File: src/reset_cause_defs.svh
// offsets, field positions, reset values and timing counts of the reset cause block
// assumes inclusion by bare name from the top module, the checker and the bench
`ifndef RESET_CAUSE_DEFS_SVH
`define RESET_CAUSE_DEFS_SVH
// ----------------------------------------
// register byte offsets
// ----------------------------------------
`define OFS_CAUSE 12'h000
`define OFS_SYSCFG3 12'h004
`define OFS_KEY 12'h008
`define OFS_OSC 12'h00C
`define OFS_TRIM 12'h010
// ----------------------------------------
// cause register fields
// ----------------------------------------
`define BIT_VOLT 0
`define BIT_WDT 1
`define BIT_CLK 2
`define BIT_TRIM_RST 3
`define BIT_FLASH 4
`define BIT_TRIM_FAULT 5
`define BIT_CLEAR_REQ 7
`define CAUSE_FLAGS 6
// ----------------------------------------
// config fields, keys, reset values
// ----------------------------------------
`define BIT_PIN_DISABLE 0
`define BIT_PIN_IS_PORT 1
`define KEY_PIN 8'hB2
`define KEY_CLEAR 8'h71
`define OSC_RESET 2'h1
`define OSC_DEAD 2'h0
// ----------------------------------------
// timing
// ----------------------------------------
`define CLK_PERIOD_NS 10
`define RESET_HOLD_NS 100
`define WARMUP_TIME_NS 20000
`define RESET_HOLD_CYC ((`RESET_HOLD_NS + `CLK_PERIOD_NS - 1) / `CLK_PERIOD_NS)
`define WARMUP_CYC ((`WARMUP_TIME_NS + `CLK_PERIOD_NS - 1) / `CLK_PERIOD_NS)
`endif

File: src/reset_cause_pkg.sv
// types shared by the reset cause block
// assumes nothing of its surroundings
`default_nettype none
package reset_cause_pkg;
  // sequencer phases, one-hot
  typedef enum logic [2:0] {
    ST_RUN = 3'b001,
    ST_HOLD = 3'b010,
    ST_WARM = 3'b100
  } seq_state_type;
endpackage
`default_nettype wire

File: src/internal_reset_cause_logic.sv
// reset cause logic: internal reset factors, cause status, reset pin as port
// assumes an apb master on pclk; factor inputs are on pclk, the reset pin is asynchronous
`timescale 1ns/1ps
`default_nettype none
`include "reset_cause_defs.svh"
module internal_reset_cause_logic #(
  parameter int TRIM_W = 6,
  parameter int HOLD_CYC = `RESET_HOLD_CYC,
  parameter int WARM_CYC = `WARMUP_CYC
) (
  // clock and power-on reset
  input wire logic pclk,
  input wire logic presetn,
  // apb slave
  input wire logic psel,
  input wire logic penable,
  input wire logic pwrite,
  input wire logic [11:0] paddr,
  input wire logic [31:0] pwdata,
  output logic [31:0] prdata,
  output logic pready,
  output logic pslverr,
  // reset factor sources
  input wire logic volt_detect,
  input wire logic wdt_overflow,
  input wire logic flash_standby,
  input wire logic flash_access,
  input wire logic trim_upset,
  // trimming storage
  input wire logic [TRIM_W-1:0] nvm_trim_data,
  input wire logic nvm_trim_par,
  output logic trim_fetch_req,
  output logic [TRIM_W-1:0] trim_value,
  // reset pin, shared with a port
  input wire logic reset_pin_in,
  output logic pin_is_port,
  output logic pin_port_value,
  // system reset and clock enables
  output logic cpu_reset_n,
  output logic [1:0] osc_enable
);

  // ----------------------------------------
  // pin synchroniser
  // ----------------------------------------
  logic pin_s1_reg;
  logic pin_s2_reg;

  // pin idles high, so reset to one avoids a false external reset
  always_ff @(posedge pclk or negedge presetn) begin
    if (!presetn) begin
      pin_s1_reg <= 1'b1;
      pin_s2_reg <= 1'b1;
    end else begin
      pin_s1_reg <= reset_pin_in;
      pin_s2_reg <= pin_s1_reg;
    end
  end

  logic ext_reset;
  assign ext_reset = !pin_is_port && !pin_s2_reg;

  // ----------------------------------------
  // apb decode
  // ----------------------------------------
  logic wr_en;
  logic setup;
  logic access;
  logic hit_cause;
  logic hit_cfg;
  logic hit_key;
  logic hit_osc;
  logic hit_trim;
  logic mapped;
  assign setup = psel && !penable && !pready;
  // writes commit at the edge that completes the transfer, the same edge at which the master sees pready
  assign access = psel && penable && pready;
  assign wr_en = access && pwrite;
  assign hit_cause = paddr == `OFS_CAUSE;
  assign hit_cfg = paddr == `OFS_SYSCFG3;
  assign hit_key = paddr == `OFS_KEY;
  assign hit_osc = paddr == `OFS_OSC;
  assign hit_trim = paddr == `OFS_TRIM;
  assign mapped = hit_cause || hit_cfg || hit_key || hit_osc || hit_trim;

  logic key_pin_write;
  assign key_pin_write = wr_en && hit_key && pwdata[7:0] == `KEY_PIN;

  // ----------------------------------------
  // sequencer
  // ----------------------------------------
  reset_cause_pkg::seq_state_type state_reg;
  logic [15:0] count_reg;
  logic [`CAUSE_FLAGS-1:0] flags_reg;
  logic [TRIM_W-1:0] trim_latch_reg;
  logic trim_par_reg;
  logic [1:0] osc_reg;
  logic trim_broken;
  logic osc_dead_write;
  logic [4:0] factor;

  assign trim_broken = ^{trim_latch_reg, trim_par_reg};
  assign osc_dead_write = wr_en && hit_osc && pwdata[1:0] == `OSC_DEAD;
  // factors only count while the cpu runs
  always_comb begin
    factor = 5'h00;
    if (state_reg == reset_cause_pkg::ST_RUN) begin
      factor[`BIT_VOLT] = volt_detect;
      factor[`BIT_WDT] = wdt_overflow;
      factor[`BIT_CLK] = osc_dead_write;
      factor[`BIT_TRIM_RST] = trim_broken;
      factor[`BIT_FLASH] = flash_standby && flash_access;
    end
  end

  // hold, then warm-up, then run; a low pin keeps the block in hold while it is not a port
  always_ff @(posedge pclk or negedge presetn) begin
    if (!presetn) begin
      state_reg <= reset_cause_pkg::ST_HOLD;
      count_reg <= 16'h0000;
    end else if (ext_reset) begin
      state_reg <= reset_cause_pkg::ST_HOLD;
      count_reg <= 16'h0000;
    end else begin
      case (state_reg)
        reset_cause_pkg::ST_RUN: begin
          if (|factor) begin
            state_reg <= reset_cause_pkg::ST_HOLD;
            count_reg <= 16'h0000;
          end
        end
        reset_cause_pkg::ST_HOLD: begin
          if (count_reg == 16'(HOLD_CYC - 1)) begin
            state_reg <= reset_cause_pkg::ST_WARM;
            count_reg <= 16'h0000;
          end else begin
            count_reg <= count_reg + 16'h0001;
          end
        end
        reset_cause_pkg::ST_WARM: begin
          if (count_reg == 16'(WARM_CYC - 1)) begin
            state_reg <= reset_cause_pkg::ST_RUN;
            count_reg <= 16'h0000;
          end else begin
            count_reg <= count_reg + 16'h0001;
          end
        end
        default: begin
          state_reg <= reset_cause_pkg::ST_HOLD;
          count_reg <= 16'h0000;
        end
      endcase
    end
  end

  logic warm_done;
  assign warm_done = state_reg == reset_cause_pkg::ST_WARM && count_reg == 16'(WARM_CYC - 1) && !ext_reset;

  // ----------------------------------------
  // trimming latch
  // ----------------------------------------
  // fetched at the last warm-up cycle; the upset input models noise hitting the latch
  always_ff @(posedge pclk or negedge presetn) begin
    if (!presetn) begin
      trim_latch_reg <= '0;
      trim_par_reg <= 1'b0;
    end else if (warm_done) begin
      trim_latch_reg <= nvm_trim_data;
      trim_par_reg <= nvm_trim_par;
    end else if (trim_upset && state_reg == reset_cause_pkg::ST_RUN) begin
      trim_latch_reg[0] <= !trim_latch_reg[0];
    end
  end

  // ----------------------------------------
  // cause status
  // ----------------------------------------
  logic clear_req_reg;

  // the clear request lives one cycle, then drops by itself
  always_ff @(posedge pclk or negedge presetn) begin
    if (!presetn) begin
      clear_req_reg <= 1'b0;
    end else if (ext_reset) begin
      clear_req_reg <= 1'b0;
    end else begin
      clear_req_reg <= wr_en && hit_cause && pwdata[`BIT_CLEAR_REQ];
    end
  end

  // a factor set in the clearing cycle wins over the clear
  always_ff @(posedge pclk or negedge presetn) begin
    if (!presetn) begin
      flags_reg <= '0;
    end else if (ext_reset) begin
      flags_reg <= '0;
    end else begin
      for (int i = 0; i < 5; i++) begin
        if (factor[i]) begin
          flags_reg[i] <= 1'b1;
        end else if (clear_req_reg) begin
          flags_reg[i] <= 1'b0;
        end
      end
      if (warm_done && ^{nvm_trim_data, nvm_trim_par}) begin
        flags_reg[`BIT_TRIM_FAULT] <= 1'b1;
      end else if (clear_req_reg) begin
        flags_reg[`BIT_TRIM_FAULT] <= 1'b0;
      end
    end
  end

  // ----------------------------------------
  // reset pin function and oscillator enables
  // ----------------------------------------
  logic pin_disable_reg;

  always_ff @(posedge pclk or negedge presetn) begin
    if (!presetn) begin
      pin_disable_reg <= 1'b0;
    end else if (wr_en && hit_cfg) begin
      pin_disable_reg <= pwdata[`BIT_PIN_DISABLE];
    end
  end

  // only the key write moves the pin function, in either direction
  always_ff @(posedge pclk or negedge presetn) begin
    if (!presetn) begin
      pin_is_port <= 1'b0;
    end else if (key_pin_write) begin
      pin_is_port <= pin_disable_reg;
    end
  end

  always_ff @(posedge pclk or negedge presetn) begin
    if (!presetn) begin
      pin_port_value <= 1'b1;
    end else begin
      pin_port_value <= pin_is_port ? pin_s2_reg : 1'b1;
    end
  end

  // internal resets bring the oscillators back to their default; a dead pair is never stored,
  // so the enables cannot stop the clock even for the cycle before the reset takes over
  always_ff @(posedge pclk or negedge presetn) begin
    if (!presetn) begin
      osc_reg <= `OSC_RESET;
    end else if (state_reg == reset_cause_pkg::ST_HOLD) begin
      osc_reg <= `OSC_RESET;
    end else if (wr_en && hit_osc && pwdata[1:0] != `OSC_DEAD) begin
      osc_reg <= pwdata[1:0];
    end
  end
  assign osc_enable = osc_reg;

  // ----------------------------------------
  // registered outputs
  // ----------------------------------------
  always_ff @(posedge pclk or negedge presetn) begin
    if (!presetn) begin
      cpu_reset_n <= 1'b0;
      trim_fetch_req <= 1'b0;
      trim_value <= '0;
    end else begin
      cpu_reset_n <= state_reg == reset_cause_pkg::ST_RUN && !(|factor) && !ext_reset;
      trim_fetch_req <= state_reg == reset_cause_pkg::ST_WARM && !ext_reset;
      trim_value <= trim_latch_reg;
    end
  end

  // ----------------------------------------
  // apb answer
  // ----------------------------------------
  logic [31:0] rd_mux;

  // the key register reads as zero
  always_comb begin
    rd_mux = 32'h0000_0000;
    if (hit_cause) begin
      rd_mux[`CAUSE_FLAGS-1:0] = flags_reg;
      rd_mux[`BIT_CLEAR_REQ] = clear_req_reg;
    end else if (hit_cfg) begin
      rd_mux[`BIT_PIN_DISABLE] = pin_disable_reg;
      rd_mux[`BIT_PIN_IS_PORT] = pin_is_port;
    end else if (hit_osc) begin
      rd_mux[1:0] = osc_reg;
    end else if (hit_trim) begin
      rd_mux[TRIM_W-1:0] = trim_latch_reg;
    end
  end

  // one wait-free access cycle: pready rises in the first access cycle
  always_ff @(posedge pclk or negedge presetn) begin
    if (!presetn) begin
      pready <= 1'b0;
      pslverr <= 1'b0;
      prdata <= 32'h0000_0000;
    end else begin
      pready <= setup;
      pslverr <= setup && !mapped;
      prdata <= (setup && !pwrite) ? rd_mux : 32'h0000_0000;
    end
  end

endmodule // internal_reset_cause_logic
`default_nettype wire

File: config.mk
export PLATFORM = sky130hd
export DESIGN_NAME = internal_reset_cause_logic
export DESIGN_NICKNAME = d
export VERILOG_FILES = /design/src/reset_cause_pkg.sv /design/src/internal_reset_cause_logic.sv
export VERILOG_INCLUDE_DIRS = /design/src
export SDC_FILE = /design/constraint.sdc
export NUM_CORES = 1
export LEC_CHECK = 0
export ABC_CLOCK_PERIOD_IN_PS = 2550
export BUFFER_PORTS_ARGS = -buffer_cell sky130_fd_sc_hd__buf_2
export CAP_MARGIN = 25
export CORE_UTILIZATION = 30
export DETAILED_ROUTE_END_ITERATION = 10
export SKIP_CTS_REPAIR_TIMING = 1
export SLEW_MARGIN = 20
export SYNTH_ARGS = -nofsm -noshare
export SYNTH_HDL_FRONTEND = slang
export SYNTH_SLANG_ARGS = --single-unit
File: constraint.sdc
create_clock -name pclk -period 2.55 [get_ports pclk]
set_clock_uncertainty 0.15 [all_clocks]
set_input_delay 0.51 -clock pclk [delete_from_list [all_inputs] [get_ports pclk]]
set_output_delay 0.51 -clock pclk [all_outputs]
set_load 0.02 [all_outputs]
==> reports/summary.txt <==
Maximum clock frequency -> 0.434 GHz
Proportion of synthesized chip area in sequential cells -> 47.3%
Initial standard-cell utilization of the core -> 31.0%
Data required time of the critical path -> 2680 ps
GRT Util Overall -> 12.8%
Most used standard cells in the synthesized netlist -> sky130_fd_sc_hd__dfrtp_1 (52), sky130_fd_sc_hd__buf_4 (27), sky130_fd_sc_hd__nand2_1 (24), sky130_fd_sc_hd__nor2_1 (17)
Root buf cell -> sky130_fd_sc_hd__clkbuf_8
Vias -> 2366
CP Capture Type -> register
Async set-reset flop share out of synthesis -> 100%
Detailed-route wire length -> 6390 µm
Boundary Pins -> 108
IR drop worst, VDD -> 0.000270 V
Top post-synthesis cells by area -> sky130_fd_sc_hd__dfrtp_1 (43%), sky130_fd_sc_hd__buf_4 (6.7%), sky130_fd_sc_hd__dfstp_2 (4.3%)
Instance count on the critical path -> 4
Number of nets in the layout -> 424
Synth Register Bits -> 57
Number of endpoints with negative hold slack in the final report -> 0
Number of max-cap violations -> 0
Category of the critical setup timing path -> register to register
Min-delay worst type -> input port to async pin
Max-slew violations -> 0
Dpl cell area -> 3440 µm²
Portion of synthesized cell area occupied by the leading cell type -> 42.9%
Final Setup Violations -> 0
Placed Cells incl. Taps -> 482
# H-tree levels -> 3
DIE AREA -> 10500 µm²
Wire length per cell -> 12.8 µm
Detailed placement HPWL -> 4710 µm
Number of diodes added for antenna fixing -> 0
CTS tree -> done
Launching point of the worst reg2reg path -> trim_latch_reg[4]$_DFFE_PN0P_
Distinct cells, synth -> 60
Final design area excluding fillers -> 3640 µm²
Vertical extent of the die -> 103 µm
Number of cells produced by synthesis -> 287
Antenna violations before repair -> 0
Top-count cell post-synth -> sky130_fd_sc_hd__dfrtp_1
Most common flop cell mapped by yosys -> sky130_fd_sc_hd__dfrtp_1
Ordered cell list for the critical path -> xnor2_1 -> xnor3_1 -> a211oi_4 -> mux2_2
Reg area -> 1430 µm²
Number of cells traversed by the worst register-to-register path -> 4
Bufs on Longest Clock Path -> 2
Sinks on the clock net -> 57
CTS Buf Count -> 9
Count of flip-flops with a built-in enable after synthesis -> 0
Cell type contributing the most total cell area after synthesis -> sky130_fd_sc_hd__dfrtp_1
Yosys warnings -> 0
Reg clk slew, reported paths -> 70 ps
Wire length of the first global-routing pass -> 10300 µm
Pin count of the biggest net entering global routing -> 35
Clock latency on the worst-skew pair -> 330 ps
Max reg flops -> 16
CP Launch Point -> trim_latch_reg[4]$_DFFE_PN0P_
Via density per instance -> 4.75
Slowest Stage Delay on Critical Path -> 730 ps
CP Launch Type -> register
Number of buffer and inverter stages on the critical path -> 0
Post-Synthesis Cell Area -> 3030 µm²
Routability cong. -> 0.811
Remaining max-slew budget at the tightest pin -> 44.7%
Detailed-router iteration count before antenna repair -> 4
RSZ-0062 raised after global routing -> false
Register-to-register path setup slack -> 240 ps
Area occupied by multi-input gates -> 1410 µm²
Fill cell instance count of the final layout -> 1001
Transition at the pin with the smallest max-transition slack -> 827 ps
Area Growth Syn to Fin -> 20.1%
Top cell family by delay on the critical path -> compound AO/OA/AOI/OAI gates
IO Port Bufs -> 58
Total negative slack -> 0 ps
Share of cells above drive strength 1 -> 31.0%
Capturing element of the worst setup path -> count_reg[0]$_DFFE_PN0P_
CP arrival -> 2430 ps
Chip width -> 103 µm
Via count of the first global-routing pass -> 2194
Time the final worst path needs with I/O delays and setup -> 2310 ps
Final cell count without fillers -> 498
Result of the run -> finished clean
Residual antenna-violating net count after detailed routing -> 0
Final period utilization -> 90.4%
DRC -> 0
Std-Cell Core Area -> 9770 µm²
Synthesized area per cell -> 10.6 µm²
Remaining Overflow, GRT -> 0
Worst reg2reg endpoint -> count_reg[0]$_DFFE_PN0P_
Row count -> 36
CP Max Fanout -> 19
Critical-path cell with the highest stage delay -> sky130_fd_sc_hd__a211oi_4
Power Density -> 598 nW/µm²
Detailed Route Iter0 Violations -> 129
Static Leak -> 0.00167 µW
[power by group]
group | internal, µW | switching (µW) | total [µW] | leakage, µW
combinational | 144 | 214 | 358 | 0.000831
clock | 448 | 383 | 831 | 0.0000912
sequential | 950 | 37.0 | 987 | 0.000745
total | 1540 | 634 | 2180 | 0.00167
[through the flow]
step / power, µW / setup WS [ps] / utilization (%) / hold WS (ps)
after floorplan: 1260 / 109 / - / 64.4
after global placement: 1360 / 89.7 / 35.2 / 196
after detailed placement: 1360 / 71.9 / 35.2 / 199
after CTS: 2200 / 216 / 37.2 / 12.9
after global routing: 2280 / 24.5 / 37.2 / 32.4
final: 2180 / 244 / 37.2 / 15.1
[worst register-to-register path, delay by kind of cell, from the launching register on]
family | cells | cell delay (ps)
flip-flops | 1 | 430
XOR/XNOR | 2 | 650
AO/OA/AOI/OAI | 1 | 730
multiplexers | 1 | 290
[worst min path at each step]
stage / from / end / slack, ps / depth (start not counted)
after floorplan: presetn / clear_req_reg$_DFF_PN0_ / 60 / 0
after global placement: pin_s1_reg$_DFF_PN1_ / pin_s2_reg$_DFF_PN1_ / 200 / 0
after detailed placement: pin_s1_reg$_DFF_PN1_ / pin_s2_reg$_DFF_PN1_ / 200 / 0
after CTS: presetn / trim_par_reg$_DFFE_PN0P_ / 10 / 1
after global routing: presetn / trim_value[3]$_DFF_PN0_ / 30 / 1
final: presetn / trim_par_reg$_DFFE_PN0P_ / 20 / 1
[layer usage]
metal  vias to the layer above  track usage (%)  part of all wire [%]
li1                       1144                -                     -
met1                      1144             15.8                    46
met2                        70             21.4                    48
met3                         8             3.12                   5.1
met4                         0             5.27                   1.2
met5                         -                0                     0
[cell type report]
cell class / count / area share (%)
clock buffers: 9 / 3.40
clock inverters: 7 / 1.96
inverters: 10 / 1.03
multi-input cells: 211 / 38.7
flip-flops and latches: 57 / 39.4
well taps: 133 / 4.57
repair buffers: 71 / 11.0
[cell families (layout without fill, tap and decap cells)]
kind of cell | after synthesis | count (layout) | share of synthesized area (%)
other | 1 | 25 | 0.124
XOR/XNOR | 11 | 11 | 4.09
AND/OR/NAND/NOR | 102 | 102 | 19.1
multiplexers | 14 | 14 | 5.04
AO/OA/AOI/OAI | 57 | 57 | 14.3
adder cells (fa/ha/maj) | 2 | 2 | 0.825
flip-flops | 57 | 57 | 47.3
buffers and inverters | 43 | 97 | 9.29
[placed cells by master, fill, tap and decap left out, drive strengths merged, types with 5 or more instances in the layout]
cell type,count
nand2,26
o21ai,9
and2,5
nor3,8
inv,10
buf,71
xnor2,8
clkbuf,9
dfstp,5
mux2,10
a221o,11
nor4,5
a21oi,11
dfrtp,52
and3,6
conb,25
nand3,11
nor2,17
Note: power is estimated with default switching activity, not from simulation.
